$ cat src/hdl/dtsr_defines.vh
`ifndef DTSR_DEFINES_VH
`define DTSR_DEFINES_VH

// Bus geometry
`define DTSR_AW               8
`define DTSR_DW               32
`define DTSR_WORD_ZERO        32'h0000_0000
`define DTSR_IDX_W            6
`define DTSR_ADDR_IDX         7:2
`define DTSR_ADDR_LANE        1:0
`define DTSR_LANE_ALIGNED     2'h0

// Register indices, byte address is four times the index
`define DTSR_IDX_RD_SPACING   6'h20
`define DTSR_IDX_RW_MIXED     6'h21
`define DTSR_IDX_WR_SPACING   6'h22
`define DTSR_IDX_PCH_REF      6'h23
`define DTSR_IDX_FAW          6'h28
`define DTSR_IDX_ADDR_W       6'h2A
`define DTSR_IDX_MRC_REQ      6'h2B
`define DTSR_IDX_REF_REQ      6'h2C
`define DTSR_IDX_ZQL_REQ      6'h2D
`define DTSR_IDX_MRC_STAT     6'h31

// Common five-slot layout of timing words
`define DTSR_F0               5:0
`define DTSR_F1               11:6
`define DTSR_F2               17:12
`define DTSR_F3               23:18
`define DTSR_F4               29:24
`define DTSR_T6_W             6

// Precharge/refresh word extras
`define DTSR_ARF              25:18
`define DTSR_PDN              31:26
`define DTSR_T8_W             8

// Four-activate window
`define DTSR_FAW              7:0

// Address width word
`define DTSR_COL              4:0
`define DTSR_ROW              9:5
`define DTSR_BANK             13:10
`define DTSR_BG               15:14
`define DTSR_CS               18:16

// Request bits
`define DTSR_REQ1             0:0
`define DTSR_REF_BITS         3:0
`define DTSR_RANKS            4
`define DTSR_REQ1_RST         1'h0
`define DTSR_REF_RST          4'h0

`endif

$ cat src/hdl/dtsr_regs.v
// Summary of operation
// (RULE_01) Word 0x20 reads back the read-to-read and read-to-write spacings in five six-bit fields.
// (RULE_02) Word 0x21 reads back the mixed read/write and precharge timings in five six-bit fields.
// (RULE_03) Word 0x22 reads back the write-to-write, write-to-read and write-to-precharge timings.
// (RULE_04) Word 0x23 reads back precharge, refresh (eight bits) and power-down timings.
// (RULE_05) Word 0x28 reads back the eight-bit four-activate window.
// (RULE_06) Word 0x2A reads back the column, row, bank, bank group and chip select address widths.
// (RULE_07) Bit 0 of word 0x2B requests a mode register command and clears itself when it completes.
// (RULE_08) Software sets up the mode register command words 0x37 and 0x38 before requesting it.
// (RULE_09) Software reads word 0x31 for the status of a mode register command.
// (RULE_10) Bits 3:0 of word 0x2C request per-rank refreshes and each clears once its refresh is issued.
// (RULE_11) Bit 0 of word 0x2D requests a long ZQ calibration and clears once it has run.
// (RULE_12) Bit 0 of word 0x31 is high while a mode register command is in progress.
// (RULE_13) Timing fields count controller cycles and writes to read-only words change nothing.
`include "dtsr_defines.vh"

module dtsr_regs (
  // Clock and reset
  input  wire                     pclk,
  input  wire                     presetn,
  // APB slave
  input  wire                     psel,
  input  wire                     penable,
  input  wire                     pwrite,
  input  wire [`DTSR_AW-1:0]      paddr,
  input  wire [`DTSR_DW-1:0]      pwdata,
  output wire                     pready,
  output wire [`DTSR_DW-1:0]      prdata,
  output wire                     pslverr,
  // Read spacing timings
  input  wire [`DTSR_T6_W-1:0]    read_read_same_bank_field,
  input  wire [`DTSR_T6_W-1:0]    read_read_diff_chip_field,
  input  wire [`DTSR_T6_W-1:0]    read_read_diff_bg_field,
  input  wire [`DTSR_T6_W-1:0]    read_write_same_bank_field,
  input  wire [`DTSR_T6_W-1:0]    read_write_diff_chip_field,
  // Mixed read/write timings
  input  wire [`DTSR_T6_W-1:0]    read_write_diff_bg_field,
  input  wire [`DTSR_T6_W-1:0]    read_precharge_field,
  input  wire [`DTSR_T6_W-1:0]    read_autopch_valid_field,
  input  wire [`DTSR_T6_W-1:0]    write_write_same_bank_field,
  input  wire [`DTSR_T6_W-1:0]    write_write_diff_chip_field,
  // Write spacing timings
  input  wire [`DTSR_T6_W-1:0]    write_write_diff_bg_field,
  input  wire [`DTSR_T6_W-1:0]    write_read_field,
  input  wire [`DTSR_T6_W-1:0]    write_read_diff_chip_field,
  input  wire [`DTSR_T6_W-1:0]    write_read_diff_bg_field,
  input  wire [`DTSR_T6_W-1:0]    write_precharge_field,
  // Precharge and refresh timings
  input  wire [`DTSR_T6_W-1:0]    write_autopch_valid_field,
  input  wire [`DTSR_T6_W-1:0]    precharge_valid_field,
  input  wire [`DTSR_T6_W-1:0]    precharge_all_valid_field,
  input  wire [`DTSR_T8_W-1:0]    auto_refresh_to_valid_field,
  input  wire [`DTSR_T6_W-1:0]    power_down_to_valid_field,
  // Four-activate window
  input  wire [`DTSR_T8_W-1:0]    four_activate_window_field,
  // Address widths
  input  wire [4:0]               col_addr_width,
  input  wire [4:0]               row_addr_width,
  input  wire [3:0]               bank_addr_width,
  input  wire [1:0]               bank_group_addr_width,
  input  wire [2:0]               cs_addr_width,
  // Mode register command
  output wire                     mode_reg_cmd_req_bit,
  input  wire                     mode_reg_cmd_done,
  input  wire                     mode_reg_cmd_busy,
  // Rank refresh
  output wire [`DTSR_RANKS-1:0]   rank_refresh_req,
  input  wire [`DTSR_RANKS-1:0]   rank_refresh_done,
  // Long ZQ calibration
  output wire                     long_zq_cal_req,
  input  wire                     long_zq_cal_done
);

  wire [`DTSR_IDX_W-1:0] idx;
  wire                   aligned;
  wire                   wr_en;
  wire                   wr_mrc;
  wire                   wr_ref;
  wire                   wr_zql;
  reg  [`DTSR_DW-1:0]    rd_word;
  reg                    rd_hit;
  reg  [`DTSR_DW-1:0]    w_rd_spacing;
  reg  [`DTSR_DW-1:0]    w_rw_mixed;
  reg  [`DTSR_DW-1:0]    w_wr_spacing;
  reg  [`DTSR_DW-1:0]    w_pch_ref;
  reg  [`DTSR_DW-1:0]    w_faw;
  reg  [`DTSR_DW-1:0]    w_addr_w;
  reg  [`DTSR_DW-1:0]    w_mrc_req;
  reg  [`DTSR_DW-1:0]    w_ref_req;
  reg  [`DTSR_DW-1:0]    w_zql_req;
  reg  [`DTSR_DW-1:0]    w_mrc_stat;

  assign idx     = paddr[`DTSR_ADDR_IDX];
  assign aligned = (paddr[`DTSR_ADDR_LANE] == `DTSR_LANE_ALIGNED);

  // Only the three request words take writes
  assign wr_mrc = wr_en & aligned & (idx == `DTSR_IDX_MRC_REQ); // RULE_13
  assign wr_ref = wr_en & aligned & (idx == `DTSR_IDX_REF_REQ); // RULE_13
  assign wr_zql = wr_en & aligned & (idx == `DTSR_IDX_ZQL_REQ); // RULE_13

  dtsr_apb_if u_apb (
    .clk       (pclk),
    .rstn      (presetn),
    .psel      (psel),
    .penable   (penable),
    .pwrite    (pwrite),
    .rd_word   (rd_word),
    .rd_hit    (rd_hit),
    .pready    (pready),
    .prdata_r  (prdata),
    .pslverr_r (pslverr),
    .wr_en     (wr_en)
  );

  // Mode register command request
  dtsr_req_bits #(
    .W (1)
  ) u_mrc (
    .pclk    (pclk),
    .presetn (presetn),
    .wr_en   (wr_mrc),
    .wr_data (pwdata[`DTSR_REQ1]), // RULE_07
    .done    (mode_reg_cmd_done), // RULE_07
    .req_r   (mode_reg_cmd_req_bit)
  );

  // Per-rank refresh requests
  dtsr_req_bits #(
    .W (`DTSR_RANKS)
  ) u_ref (
    .pclk    (pclk),
    .presetn (presetn),
    .wr_en   (wr_ref),
    .wr_data (pwdata[`DTSR_REF_BITS]), // RULE_10
    .done    (rank_refresh_done), // RULE_10
    .req_r   (rank_refresh_req)
  );

  // Long ZQ calibration request
  dtsr_req_bits #(
    .W (1)
  ) u_zql (
    .pclk    (pclk),
    .presetn (presetn),
    .wr_en   (wr_zql),
    .wr_data (pwdata[`DTSR_REQ1]), // RULE_11
    .done    (long_zq_cal_done), // RULE_11
    .req_r   (long_zq_cal_req)
  );

  // Read spacing word, unused bits zero, timings in controller cycles
  always @*
  begin
    w_rd_spacing = `DTSR_WORD_ZERO;
    w_rd_spacing[`DTSR_F0] = read_read_same_bank_field; // RULE_01
    w_rd_spacing[`DTSR_F1] = read_read_diff_chip_field; // RULE_01
    w_rd_spacing[`DTSR_F2] = read_read_diff_bg_field; // RULE_01
    w_rd_spacing[`DTSR_F3] = read_write_same_bank_field; // RULE_01
    w_rd_spacing[`DTSR_F4] = read_write_diff_chip_field; // RULE_01
  end

  // Mixed read/write word
  always @*
  begin
    w_rw_mixed = `DTSR_WORD_ZERO;
    w_rw_mixed[`DTSR_F0] = read_write_diff_bg_field; // RULE_02
    w_rw_mixed[`DTSR_F1] = read_precharge_field; // RULE_02
    w_rw_mixed[`DTSR_F2] = read_autopch_valid_field; // RULE_02
    w_rw_mixed[`DTSR_F3] = write_write_same_bank_field; // RULE_02
    w_rw_mixed[`DTSR_F4] = write_write_diff_chip_field; // RULE_02
  end

  // Write spacing word
  always @*
  begin
    w_wr_spacing = `DTSR_WORD_ZERO;
    w_wr_spacing[`DTSR_F0] = write_write_diff_bg_field; // RULE_03
    w_wr_spacing[`DTSR_F1] = write_read_field; // RULE_03
    w_wr_spacing[`DTSR_F2] = write_read_diff_chip_field; // RULE_03
    w_wr_spacing[`DTSR_F3] = write_read_diff_bg_field; // RULE_03
    w_wr_spacing[`DTSR_F4] = write_precharge_field; // RULE_03
  end

  // Precharge and refresh word, all 32 bits used
  always @*
  begin
    w_pch_ref = `DTSR_WORD_ZERO;
    w_pch_ref[`DTSR_F0] = write_autopch_valid_field; // RULE_04
    w_pch_ref[`DTSR_F1] = precharge_valid_field; // RULE_04
    w_pch_ref[`DTSR_F2] = precharge_all_valid_field; // RULE_04
    w_pch_ref[`DTSR_ARF] = auto_refresh_to_valid_field; // RULE_04
    w_pch_ref[`DTSR_PDN] = power_down_to_valid_field; // RULE_04
  end

  // Four-activate window word
  always @*
  begin
    w_faw = `DTSR_WORD_ZERO;
    w_faw[`DTSR_FAW] = four_activate_window_field; // RULE_05
  end

  // Address width word
  always @*
  begin
    w_addr_w = `DTSR_WORD_ZERO;
    w_addr_w[`DTSR_COL] = col_addr_width; // RULE_06
    w_addr_w[`DTSR_ROW] = row_addr_width; // RULE_06
    w_addr_w[`DTSR_BANK] = bank_addr_width; // RULE_06
    w_addr_w[`DTSR_BG] = bank_group_addr_width; // RULE_06
    w_addr_w[`DTSR_CS] = cs_addr_width; // RULE_06
  end

  // Mode register command request word
  always @*
  begin
    w_mrc_req = `DTSR_WORD_ZERO;
    w_mrc_req[`DTSR_REQ1] = mode_reg_cmd_req_bit; // RULE_07
  end

  // Rank refresh request word
  always @*
  begin
    w_ref_req = `DTSR_WORD_ZERO;
    w_ref_req[`DTSR_REF_BITS] = rank_refresh_req; // RULE_10
  end

  // Long calibration request word
  always @*
  begin
    w_zql_req = `DTSR_WORD_ZERO;
    w_zql_req[`DTSR_REQ1] = long_zq_cal_req; // RULE_11
  end

  // Mode register command status word
  always @*
  begin
    w_mrc_stat = `DTSR_WORD_ZERO;
    w_mrc_stat[`DTSR_REQ1] = mode_reg_cmd_busy; // RULE_12
  end

  // Index hit, unmapped or unaligned addresses answer with an error
  always @*
  begin
    rd_hit = 1'b0;
    case (idx)
      `DTSR_IDX_RD_SPACING,
      `DTSR_IDX_RW_MIXED,
      `DTSR_IDX_WR_SPACING,
      `DTSR_IDX_PCH_REF,
      `DTSR_IDX_FAW,
      `DTSR_IDX_ADDR_W,
      `DTSR_IDX_MRC_REQ,
      `DTSR_IDX_REF_REQ,
      `DTSR_IDX_ZQL_REQ,
      `DTSR_IDX_MRC_STAT:
        rd_hit = aligned;
      default:
        rd_hit = 1'b0;
    endcase
  end

  // Read word select
  always @*
  begin
    rd_word = `DTSR_WORD_ZERO;
    case (idx)
      `DTSR_IDX_RD_SPACING:
      begin
        rd_word = w_rd_spacing;
      end
      `DTSR_IDX_RW_MIXED:
      begin
        rd_word = w_rw_mixed;
      end
      `DTSR_IDX_WR_SPACING:
      begin
        rd_word = w_wr_spacing;
      end
      `DTSR_IDX_PCH_REF:
      begin
        rd_word = w_pch_ref;
      end
      `DTSR_IDX_FAW:
      begin
        rd_word = w_faw;
      end
      `DTSR_IDX_ADDR_W:
      begin
        rd_word = w_addr_w;
      end
      `DTSR_IDX_MRC_REQ:
      begin
        rd_word = w_mrc_req;
      end
      `DTSR_IDX_REF_REQ:
      begin
        rd_word = w_ref_req;
      end
      `DTSR_IDX_ZQL_REQ:
      begin
        rd_word = w_zql_req;
      end
      `DTSR_IDX_MRC_STAT:
      begin
        rd_word = w_mrc_stat; // RULE_09
      end
      default:
        rd_word = `DTSR_WORD_ZERO;
    endcase
    if (!aligned)
      rd_word = `DTSR_WORD_ZERO;
  end

endmodule

$ cat src/hdl/dtsr_req_bits.v
`include "dtsr_defines.vh"

module dtsr_req_bits #(
  parameter W = 1
) (
  // Clock and reset
  input  wire         pclk,
  input  wire         presetn,
  // Software write
  input  wire         wr_en,
  input  wire [W-1:0] wr_data,
  // Controller completion
  input  wire [W-1:0] done,
  // Request level
  output reg  [W-1:0] req_r
);

  wire [W-1:0] req_nxt;

  // A software write overrides a same-cycle completion
  assign req_nxt = wr_en ? wr_data : (req_r & ~done);

  always @(posedge pclk or negedge presetn)
  begin
    if (!presetn)
      req_r <= {W{1'b0}};
    else
      req_r <= req_nxt;
  end

endmodule

$ cat src/hdl/dtsr_apb_if.v
`include "dtsr_defines.vh"

module dtsr_apb_if (
  // Clock and reset
  input  wire                clk,
  input  wire                rstn,
  // APB request
  input  wire                psel,
  input  wire                penable,
  input  wire                pwrite,
  // Decoded read data from the bank
  input  wire [`DTSR_DW-1:0] rd_word,
  input  wire                rd_hit,
  // APB answer
  output wire                pready,
  output reg  [`DTSR_DW-1:0] prdata_r,
  output reg                 pslverr_r,
  // Strobes to the bank
  output wire                wr_en
);

  wire setup;

  assign setup  = psel & ~penable;
  assign pready = psel & penable;
  assign wr_en  = psel & penable & pwrite;

  // Read word and error captured in the setup cycle
  always @(posedge clk or negedge rstn)
  begin
    if (!rstn)
    begin
      prdata_r  <= `DTSR_WORD_ZERO;
      pslverr_r <= 1'b0;
    end
    else if (setup)
    begin
      prdata_r  <= pwrite ? `DTSR_WORD_ZERO : rd_word;
      pslverr_r <= ~rd_hit;
    end
  end

endmodule

$ cat config.mk
export PLATFORM = sky130hd
export DESIGN_NAME = dtsr_regs
export DESIGN_NICKNAME = d
export VERILOG_FILES = /design/src/hdl/dtsr_regs.v /design/src/hdl/dtsr_req_bits.v /design/src/hdl/dtsr_apb_if.v
export VERILOG_INCLUDE_DIRS = /design/src /design/src/hdl
export SDC_FILE = /design/constraint.sdc
export NUM_CORES = 1
export LEC_CHECK = 0
export BUFFER_PORTS_ARGS = -buffer_cell sky130_fd_sc_hd__clkbuf_2
export CAP_MARGIN = 20
export CORE_AREA = 2 2 93 95
export DETAILED_ROUTE_END_ITERATION = 8
export DIE_AREA = 0 0 95 97
export PLACE_DENSITY = 0.76
export SLEW_MARGIN = 20
export SYNTH_ARGS = -nofsm -noshare
export SYNTH_HDL_FRONTEND = slang
export SYNTH_SLANG_ARGS = --single-unit
$ cat constraint.sdc
create_clock -name pclk -period 1.3 [get_ports pclk]
set_input_delay 0.13 -clock pclk [delete_from_list [all_inputs] [get_ports pclk]]
set_output_delay 0.13 -clock pclk [all_outputs]
set_load 0.05 [all_outputs]
==> results.md, run 1 <==
* Clock Sinks at 39
* Layout Utilization at 0.599
* Fin crit share at 0.991
* Vias at 3951
* Worst R2R Start: u_ref.req_r[3]
* Most common cell after layout, fill and taps aside: clkbuf_2
* Initial Util at 0.369
* FP Rows at 33
* Avg Cell Area, Syn at 8.68 um2
* Chip height at 97 um
* CP max FO at 18
* Worst reg2reg path depth at 3
* RR Endpoint: u_apb.prdata_r[3]
* Clock-pin slew on the worst setup and hold paths at 0.09 ns
* Most frequent cells in the layout: clkbuf_2 (208), and3_1 (81), buf_4 (48), dfrtp_1 (39), nand2_1 (34)
* Final worst setup slack at 0.0123 ns
* Main combinational cell family by area after synthesis: simple AND/OR/NAND/NOR gates
* CTS root buf: clkbuf_8
* Initial antenna violation count at 0
* Io pins at 241
* Simple-gate area share of the yosys netlist at 0.318
* Run status: finished clean
* Slew Viols, Final at 0
* Final instance area at 4870 um2
* Leak Pwr at 2.68 nW
* Max_cap viols at 0
* Cells after DPL at 679
* Final ANT Viol Nets at 0
* Worst hold path type: primary input to flip-flop
* Power density cells at 565 nW/um2
* Register area share after synthesis at 0.325
* Antenna diodes at 0
* Post-synth top flop: dfrtp_1
* Count of input and output buffers at 212
* Worst-Skew Late Latency at 0.29 ns
* Gr ovfl total at 0
* Area Overhead vs Synth at 62.3%
* DPL Wire Length at 10100 um
* Avg WL per Cell at 18.8 um
* Vias in the first global route at 3835
* # DRC at 0
* Setup crit end kind: flip-flop
* Hold Path Sink: u_ref.req_r[2]
* Peak VDD IR at 0.000401 V
* H-tree depth at 2
* Relative slew slack at 0.638
* Layout cell share with drive strength beyond 1 at 0.543
* Gpl congestion at 0.897
* Tot Pwr at 2.76 mW
* Synth Area in Adders at 0
* Synth unique cells at 46
* Worst path arrival time at 1.46 ns
* Non-Filler Instances at 692
* Die W at 95 um
* Post-Synthesis Cells at 346
* Setup CP Type: primary input to flip-flop
* Synthesis warning total at 0
* Total die area at 9220 um2
* Initial DRC count at 187
* Vias/cell at 5.71
* Pre-CTS setup slack at -0.374 ns
* Area after DPL at 4550 um2
* Hold slack at 0.0631 ns
* Gr usage total at 0.266
* Flop2flop setup slack at 0.06 ns
* Max frequency at 0.777 GHz
* Register bit total from synthesis at 39
* Nets at 787
* Layout Skew at 0.00255 ns
* Syn_nets at 547
* Largest net degree at the start of global routing at 40
* TritonCTS clock tree: done
* Async set-reset flop share out of synthesis at 1.00
* DRT Pass-1 Iters at 4
* Final setup TNS at 0 ns
* CTS Buf Count at 5
* RSZ-0062 raised after global routing: true
* First-pass GRT wire length at 19100 um
* Bufs on Longest Clock Path at 2
* Worst hold start: pwdata[2]
* Worst setup SP type: primary input
* WP data required at 1.47 ns
* Hold path cells at 2
* Filler Cell Count at 718
* Setup violations, final at 0
* Mux contribution to synthesized area at 0.0375
* Routed Wire Length at 13000 um
* Slew @ Worst Pin at 0.543 ns
* Synth Cell Area at 3000 um2
* Final hold violation count at 0
* Core box area at 8130 um2
* Post-Synth XOR/XNOR Area at 0
* EDFF count, synth at 0
* Post-synthesis compound-gate area fraction at 0.241
* Clock period minus worst slack at 1.29 ns
-- logic make-up (layout without fill, tap and decap cells) --
family | after synthesis | count (layout)
compound gates | 91 | 91
buf+inv | 47 | 288
mux | 9 | 9
simple gates | 160 | 160
flops | 39 | 39
-- synth_stat cells, types with 2 or more instances --
cell | count | area (um2)
o21ai_0 | 7 | 35.0
a222oi_1 | 4 | 40.0
mux2i_1 | 3 | 30.0
o2111ai_1 | 3 | 26.3
buf_4 | 3 | 22.5
dfrtp_1 | 39 | 976
a2111oi_0 | 18 | 158
nand3b_1 | 2 | 15.0
inv_1 | 7 | 26.3
nor2b_1 | 9 | 56.3
nor2_1 | 3 | 11.3
a221oi_1 | 8 | 70.1
nand2_1 | 34 | 128
and3_1 | 82 | 513
o21ai_1 | 5 | 25.0
a22oi_1 | 3 | 22.5
nor4b_1 | 3 | 26.3
buf_6 | 4 | 45.0
buf_2 | 13 | 65.1
nor3_1 | 9 | 45.0
nand2b_1 | 2 | 12.5
mux2_4 | 4 | 60.1
o211ai_1 | 16 | 120
clkbuf_1 | 19 | 71.3
mux2_2 | 2 | 22.5
a32oi_1 | 5 | 43.8
o221ai_1 | 16 | 140
and2_1 | 4 | 25.0
a21boi_0 | 2 | 15.0
-- layout make-up --
type / instances / area, um2 / share of cell area
Timing Repair Buffer: 273 / 1650 / 0.338
Sequential cell: 39 / 976 / 0.200
Tap cell: 105 / 131 / 0.0270
Clock inverter: 3 / 20.0 / 0.00411
Clock buffer: 5 / 68.8 / 0.0141
Inverter: 7 / 26.3 / 0.00539
Multi-Input combinational cell: 260 / 2000 / 0.411
-- metal layers --
metal / GRT usage / share of wire
met5: 0 / 0
met4: 0.0858 / 0.022
met3: 0.0421 / 0.079
met2: 0.478 / 0.52
met1: 0.316 / 0.38
-- how the worst max path moves through the flow --
stage | start | end | slack, ns | depth (start not counted)
finish | paddr[7] | u_apb.prdata_r[17] | 0.01 | 8
detailed placement | paddr[5] | u_apb.prdata_r[5] | -0.37 | 7
floorplan | psel | u_ref.req_r[0] | -0.18 | 5
global route | paddr[7] | u_apb.prdata_r[17] | -0.05 | 8
CTS | paddr[5] | u_apb.prdata_r[12] | 0.003 | 7
global placement | paddr[5] | u_apb.prdata_r[5] | -0.32 | 7
-- what timing repair did --
| action | CTS | global route |
|---|---|---|
| pin swaps | 2 | 6 |
| endpoints found under the hold margin | 39 | 0 |
| setup buffers | 0 | 1 |
| setup endpoints to repair | 10 | 29 |
| gates resized for setup | 5 | 43 |
| gates cloned | 0 | 3 |
| hold buffers | 1 | 0 |
-- state kept, by name, indices dropped and copies added, names as in the netlist --
signal,cells
u_apb.prdata_r,32
u_apb.pslverr_r,1
u_mrc.req_r,1
u_ref.req_r,4
u_zql.req_r,1
-- critical path: stages --
cell,delay [ns]
buf_2,0.13
nor4b_4,0.13
buf_6,0.13
buf_6,0.14
clkbuf_16,0.17
and3_1,0.18
a221oi_1,0.29
o211ai_1,0.15
-- power by group --
group | leakage [nW] | total, mW | internal (mW) | switching, mW
sequential | 0.540 | 1.22 | 1.21 | 0.00134
combinational | 2.10 | 0.685 | 0.351 | 0.334
clock | 0.0402 | 0.854 | 0.374 | 0.480
Power figures use the tool's default switching activity.
==> run 2: changes to the inputs <==
--- a/config.mk
+++ b/config.mk
@@ -11,7 +11,8 @@
 export CORE_AREA = 2 2 93 95
 export DETAILED_ROUTE_END_ITERATION = 8
 export DIE_AREA = 0 0 95 97
-export PLACE_DENSITY = 0.76
+export GPL_ROUTABILITY_DRIVEN = 0
+export PLACE_DENSITY_LB_ADDON = 0.08
 export SLEW_MARGIN = 20
 export SYNTH_ARGS = -nofsm -noshare
 export SYNTH_HDL_FRONTEND = slang
==> run 2 against run 1 <==
Against the previous run:
- cell area is 2.1% higher
- non-clock buffer count decreased by 2
- utilization grew 1.2 points
- clock skew increased by 0.012 ns
- flip-flop and latch count unchanged
- sequential share of layout area fell by 0.41 points
- critical path depth fell by 3
- global-route usage fell by 0.20 points
- cell count down 0.29%
- clock power rose by 44%
- first-iteration DRC count decreased by 11%
- critical endpoint is now u_ref.req_r[0]
==> results.md, run 2 (same netlist as run 1, synthesis figures left out) <==
* Run status: finished clean
* Critical-path top delay cell: or4_4
* Multi-input gate area at 2070 um2 (+3.3%)
* Setup CP Type: primary input to flip-flop
* Sequential share of power at 0.388 (-0.053)
* Gr ovfl total at 0 (unchanged)
* Fin crit share at 0.992 (+0.00195)
* Bufs on Longest Clock Path at 2 (unchanged)
* Nets at 785 (-0.25%)
* Worst-Skew Late Latency at 0.30 ns (about the same)
* RSZ-0062 raised after global routing: true
* Final hold violation count at 0 (unchanged)
* Core box area at 8130 um2 (unchanged)
* Initial antenna violation count at 0 (unchanged)
* Most frequent cells in the layout: clkbuf_2 (212), and3_1 (80), buf_4 (44), dfrtp_1 (39), nand2_1 (34)
* Io pins at 241 (unchanged)
* Cells after DPL at 681 (+0.29%)
* Logic gate share of total power at 0.218 (-0.031)
* Routed Wire Length at 12300 um (-5.6%)
* Gr usage total at 0.264 (-0.00201)
* Layout cell share with drive strength beyond 1 at 0.549 (+0.00528)
* Area Overhead vs Synth at 65.7%
* Slew @ Worst Pin at 0.355 ns (-0.187 ns)
* Initial DRC count at 167 (-11%)
* Max_cap viols at 0 (unchanged)
* TritonCTS clock tree: done
* # DRC at 0 (unchanged)
* Setup crit end kind: flip-flop
* Slew Viols, Final at 0 (unchanged)
* Avg WL per Cell at 17.8 um (-5.3%)
* Largest net degree at the start of global routing at 40 (unchanged)
* Worst path arrival time at 1.47 ns (about the same)
* Antenna diodes at 0 (unchanged)
* Relative slew slack at 0.757 (+0.119)
* Tot Pwr at 3.13 mW (+14%)
* First-pass GRT wire length at 19100 um (-0.32%)
* Buffers & Inverters on Critical Path at 2 (-2)
* Filler Cell Count at 769 (+7.1%)
* Count of input and output buffers at 212 (unchanged)
* Clock Sinks at 39 (unchanged)
* Vias/cell at 5.57 (-2.4%)
* Die W at 95 um (unchanged)
* Int Power at 2.34 mW (+21%)
* Most common cell after layout, fill and taps aside: clkbuf_2
* Largest regs: u_apb.prdata_r: 32 flops, u_ref.req_r: 4 flops
* DPL Wire Length at 9340 um (-7.2%)
* Power density cells at 629 nW/um2 (+11%)
* CP delay by family, top: simple AND/OR/NAND/NOR gates
* H-tree depth at 2 (unchanged)
* Worst hold path type: primary input to flip-flop
* Net Sw Power at 0.791 mW (-3.1%)
* Max frequency at 0.775 GHz (-0.20%)
* Layout Utilization at 0.611 (+0.0125)
* Initial Util at 0.369 (unchanged)
* Most flops, register: u_apb.prdata_r
* Clock-pin slew on the worst setup and hold paths at 0.09 ns (about the same)
* FP Rows at 33 (unchanged)
* Sw Ratio at 0.253 (-0.0434)
* Vias at 3844 (-2.7%)
* Setup violations, final at 0 (unchanged)
* Vias in the first global route at 3830 (-0.13%)
* Crit path cell chain: clkbuf_2 -> buf_6 -> nand4b_4 -> or4_4 -> mux2_4
* CP max FO at 5 (-13)
* CTS root buf: clkbuf_8
* WP data required at 1.48 ns (about the same)
* Clock period minus worst slack at 1.29 ns (+0.00253 ns)
* Total die area at 9220 um2 (unchanged)
* Worst setup SP type: primary input
* Leak Pwr at 2.71 nW (+1.1%)
* Final ANT Viol Nets at 0 (unchanged)
* Chip height at 97 um (unchanged)
* Register area at 976 um2 (unchanged)
* Non-Filler Instances at 690 (-0.29%)
* Peak VDD IR at 0.000437 V (+9.2%)
* Max FFs per register at 32 (unchanged)
* Max incr delay on CP at 0.57 ns (+0.28 ns)
* CTS Buf Count at 5 (unchanged)
* DRT Pass-1 Iters at 4 (unchanged)
* Clock power frac at 0.393 (+0.083)
* Layout Skew at 0.0142 ns (+0.0116 ns)
-- run 2: cell type report --
cell class,count,area share
well taps,105,0.0264
inverters,7,0.00528
flip-flops and latches,39,0.196
repair buffers,271,0.329
multi-input cells,260,0.416
clock inverters,2,0.0121
clock buffers,6,0.0146
-- run 2: stage by stage --
step           setup TNS [ns]  hold WS [ns]  area, um2  worst slack (ns)
6_report                    0        0.0564       4970           0.00976
3_5_place_dp           -12.65         0.123       4610            -0.661
2_1_floorplan          -0.983        -0.166       3080            -0.181
4_1_cts               -0.0249        0.0474       4860           -0.0249
5_1_grt                -0.164        0.0560       4970           -0.0436
3_3_place_gp           -11.40         0.124       4610            -0.618
-- run 2: power by group through the flow --
stage          clock network (mW)  logic, mW  registers, mW
2_1_floorplan                   0      0.178           1.25
4_1_cts                      1.26      0.660           1.22
3_3_place_gp                    0      0.630           1.24
6_report                     1.23      0.684           1.22
3_5_place_dp                    0      0.637           1.24
5_1_grt                      1.30      0.744           1.22
-- run 2: worst register-to-register path, stage by stage, from the launching register on --
cell and delay, ns:
dfrtp_1 0.41, nor4b_1 0.15, a2111oi_0 0.37, a32oi_1 0.15
-- run 2: path summary, 6_finish.rpt --
| path | startpoint | end | slack [ns] | cells after the start |
|---|---|---|---|---|
| min in group asynchronous | presetn | u_apb.prdata_r[4] | 0.35 | 3 |
| max | paddr[6] | u_ref.req_r[0] | 0.01 | 5 |
| min | pwdata[1] | u_ref.req_r[1] | 0.06 | 2 |
| max reg2reg | u_ref.req_r[2] | u_apb.prdata_r[2] | 0.09 | 3 |
| max in group asynchronous | presetn | u_apb.prdata_r[26] | 0.75 | 3 |
| min reg2reg | u_apb.prdata_r[30] | u_apb.prdata_r[30] | 0.48 | 2 |
-- run 2: layer usage --
| layer | track usage | up-vias | routed length, um |
|---|---|---|---|
| met2 | 0.460 | 164 | 6410 |
| met3 | 0.0397 | 10 | 755 |
| met4 | 0.0780 | 0 | 129 |
| met5 | 0 | - | 0 |
| li1 | - | 1831 | - |
| met1 | 0.331 | 1839 | 4960 |
-- run 2: what timing repair did --
| item | in CTS | in global routing |
|---|---|---|
| gates resized for setup | 28 | 18 |
| hold buffers | 1 | 0 |
| endpoints found under the hold margin | 39 | 0 |
| pin swaps | 6 | 11 |
| buffers inserted | 0 | 1 |
| endpoints found under the setup margin | 16 | 33 |
==> run 3: changes to the inputs <==
--- a/config.mk
+++ b/config.mk
@@ -6,11 +6,12 @@
 export SDC_FILE = /design/constraint.sdc
 export NUM_CORES = 1
 export LEC_CHECK = 0
+export ABC_AREA = 1
 export BUFFER_PORTS_ARGS = -buffer_cell sky130_fd_sc_hd__clkbuf_2
 export CAP_MARGIN = 20
-export CORE_AREA = 2 2 93 95
+export CORE_AREA = 2 2 95 97
 export DETAILED_ROUTE_END_ITERATION = 8
-export DIE_AREA = 0 0 95 97
+export DIE_AREA = 0 0 97 99
 export GPL_ROUTABILITY_DRIVEN = 0
 export PLACE_DENSITY_LB_ADDON = 0.08
 export SLEW_MARGIN = 20
==> run 3 against run 2 <==
Against the previous run:
- total power down 11%
- critical path depth up 4
- worst setup slack better by 0.14 ns
- non-clock buffer count down 22
- combinational power down 23%
- global-route usage down 4.9 points
- clock-buffer cell count down 1
- largest power group is now registers
==> results.md, run 3 <==
* Setup violations, final at 0 (unchanged)
* Core box area at 8550 um2 (+5.1%)
* Bufs on Longest Clock Path at 2 (unchanged)
* Pre-CTS setup slack at -0.161 ns (+0.500 ns)
* Max_cap viols at 0 (unchanged)
* RSZ-0062 raised after global routing: false
* Nets at 910 (+16%)
* Vias in the first global route at 3612 (-5.7%)
* Flop2flop setup slack at 0.33 ns (+0.24 ns)
* Max frequency at 0.870 GHz (+12%)
* Crit path cell chain: clkbuf_2 -> nor2_2 -> nand2_4 -> nor2_2 -> buf_4 -> nand2_1 -> nand2_1 -> nor2_1 -> o21ai_0
* Synth area leader: dfrtp_1
* DRT Pass-1 Iters at 5 (+1)
* Most flops, register: u_apb.prdata_r
* Worst setup SP type: primary input
* Slew Viols, Final at 0 (unchanged)
* Syn_nets at 671 (+23%)
* First-pass GRT wire length at 16800 um (-12%)
* Relative slew slack at 0.764 (+0.00673)
* FP Rows at 34 (+3.0%)
* Synth Cell Area at 2880 um2 (-4.0%)
* Setup crit end kind: flip-flop
* Met2 GRT Util at 0.385 (-0.0753)
* Worst reg2reg path depth at 6 (+3)
* Clock period minus worst slack at 1.15 ns (-0.140 ns)
* Final ANT Viol Nets at 0 (unchanged)
* Largest net degree at the start of global routing at 40 (unchanged)
* Top cells by count, synth: nand2_1 (239), nand3_1 (48), nor2_1 (40)
* Max incr delay on CP at 0.26 ns (-0.31 ns)
* Most numerous cell in the Yosys netlist: nand2_1
* Layout cell share with drive strength beyond 1 at 0.392 (-0.157)
* Final hold violation count at 0 (unchanged)
* Vias/cell at 4.63 (-17%)
* Initial DRC count at 138 (-17%)
* Hold slack at 0.0550 ns (-0.00147 ns)
* Hold path cells at 3 (+1)
* Area Overhead vs Synth at 53.4%
* Avg WL per Cell at 12.6 um (-29%)
* Clock-pin slew on the worst setup and hold paths at 0.09 ns (about the same)
* Max FFs per register at 32 (unchanged)
* Most common cell after layout, fill and taps aside: nand2_1
* Largest regs: u_apb.prdata_r: 32 flops, u_ref.req_r: 4 flops
* PostCTS Resize Cnt at 0 (-100%)
* GR peak layer: met2
* CTS Buf Count at 5 (unchanged)
* # DRC at 0 (unchanged)
* WP data required at 1.52 ns (+0.04 ns)
* Routed Wire Length at 10300 um (-16%)
* H-tree depth at 2 (unchanged)
* Synth top area cells: dfrtp_1 (34%), nand2_1 (31%), nand3_1 (8.3%)
* Gr ovfl total at 0 (unchanged)
* Leak Pwr at 2.67 nW (-1.3%)
* Worst R2R Start: u_ref.req_r[0]
* Run status: finished clean
* DPL Wire Length at 8330 um (-11%)
* Vias at 3786 (-1.5%)
* Yosys top cell area share at 0.339 (+0.0136)
* Power density cells at 630 nW/um2 (about the same)
* Post-Synthesis Cells at 470 (+36%)
* Met1 Use GR at 0.265 (-0.0657)
* Post-synth top flop: dfrtp_1
* RR Endpoint: u_apb.prdata_r[0]
* Slew @ Worst Pin at 0.355 ns (-0.000909 ns)
* Gr usage total at 0.215 (-0.0490)
* Total die area at 9600 um2 (+4.2%)
* Most frequent cells in the layout: nand2_1 (239), clkbuf_2 (212), nand3_1 (48), nor2_1 (40), dfrtp_1 (39)
* CP max FO at 8 (+3)
* Die W at 97 um (+2.1%)
* Worst path arrival time at 1.37 ns (-0.10 ns)
* Antenna diodes at 0 (unchanged)
* Io pins at 241 (unchanged)
* Peak VDD IR at 0.000422 V (-3.4%)
* Initial antenna violation count at 0 (unchanged)
* Layout Skew at 0.000845 ns (-0.0134 ns)
* TritonCTS clock tree: done
* Worst hold start: pwdata[3]
* Synth unique cells at 22 (-52%)
* Register bit total from synthesis at 39 (unchanged)
* Worst hold path type: primary input to flip-flop
* Register area share after synthesis at 0.339 (+0.0136)
* Chip height at 99 um (+2.1%)
* GR Util met3 at 0.0447 (+0.00496)
* CTS root buf: clkbuf_8
* Initial Util at 0.337 (-0.0320)
* Async set-reset flop share out of synthesis at 1.00 (unchanged)
* Worst-Skew Late Latency at 0.29 ns (about the same)
* Final worst setup slack at 0.150 ns (+0.140 ns)
* Fin crit share at 0.885 (-0.108)
* Setup CP Type: primary input to flip-flop
* Avg Cell Area, Syn at 6.13 um2 (-29%)
* Count of input and output buffers at 212 (unchanged)
* Hold Path Sink: u_ref.req_r[3]
* Clock Sinks at 39 (unchanged)
* Synthesis warning total at 0 (unchanged)
* Critical-path top delay cell: nor2_2
* EDFF count, synth at 0 (unchanged)
[run 3: worst max-delay path, delay by kind of cell]
kind / cells / cell delay (ns)
compound gates: 1 / 0.14
buf+inv: 2 / 0.33
simple gates: 6 / 0.77
[run 3: cells by family after synthesis]
group | Yosys count | share of synthesized area
AND/OR/NAND/NOR | 362 | 0.542
buffers and inverters | 44 | 0.0760
flip-flops | 39 | 0.339
AO/OA/AOI/OAI | 25 | 0.0434
[run 3: how the worst max path moves through the flow]
stage               startpoint           endpoint  slack, ns
floorplan              penable     u_ref.req_r[0]       0.08
global placement      paddr[5]  u_apb.prdata_r[9]      -0.13
detailed placement    paddr[6]  u_apb.prdata_r[9]      -0.16
CTS                   paddr[6]  u_apb.prdata_r[9]       0.14
global route          paddr[6]  u_apb.prdata_r[6]       0.05
finish                paddr[5]  u_apb.prdata_r[9]       0.15
[run 3: cell type report]
type,count,area (um2)
Clock inverter,3,43.8
Timing Repair Buffer,249,1400
Tap cell,108,135
Sequential cell,39,976
Inverter,27,106
Fill cell,915,4130
Multi-Input combinational cell,387,1690
Clock buffer,5,68.8
[run 3: routing by layer]
metal	part of all wire	wire, um
met4	0.012	121
met2	0.50	5190
met5	0	0
met3	0.066	674
met1	0.42	4300
[run 3: power by group]
group	internal, mW	switching (mW)	leakage, nW
sequential	1.21	0.00146	0.540
clock	0.572	0.471	0.0581
combinational	0.267	0.257	2.07
total	2.05	0.730	2.67
[run 3: stage by stage]
| step | power [mW] | util | instance area [um2] | instances | setup TNS [ns] |
|---|---|---|---|---|---|
| after floorplan | 1.40 | - | 2880 | 470 | 0 |
| after global placement | 1.76 | 0.503 | 4300 | 809 | -2.42 |
| after detailed placement | 1.77 | 0.503 | 4300 | 809 | -3.05 |
| after CTS | 2.83 | 0.517 | 4420 | 818 | 0 |
| after global routing | 2.94 | 0.517 | 4420 | 818 | 0 |
| final | 2.78 | 0.517 | 4420 | 818 | 0 |
[run 3: repair_timing]
item	in CTS	in global routing
hold endpoints to repair	39	0
setup buffers	0	0
setup endpoints to repair	0	0
hold buffers	1	0
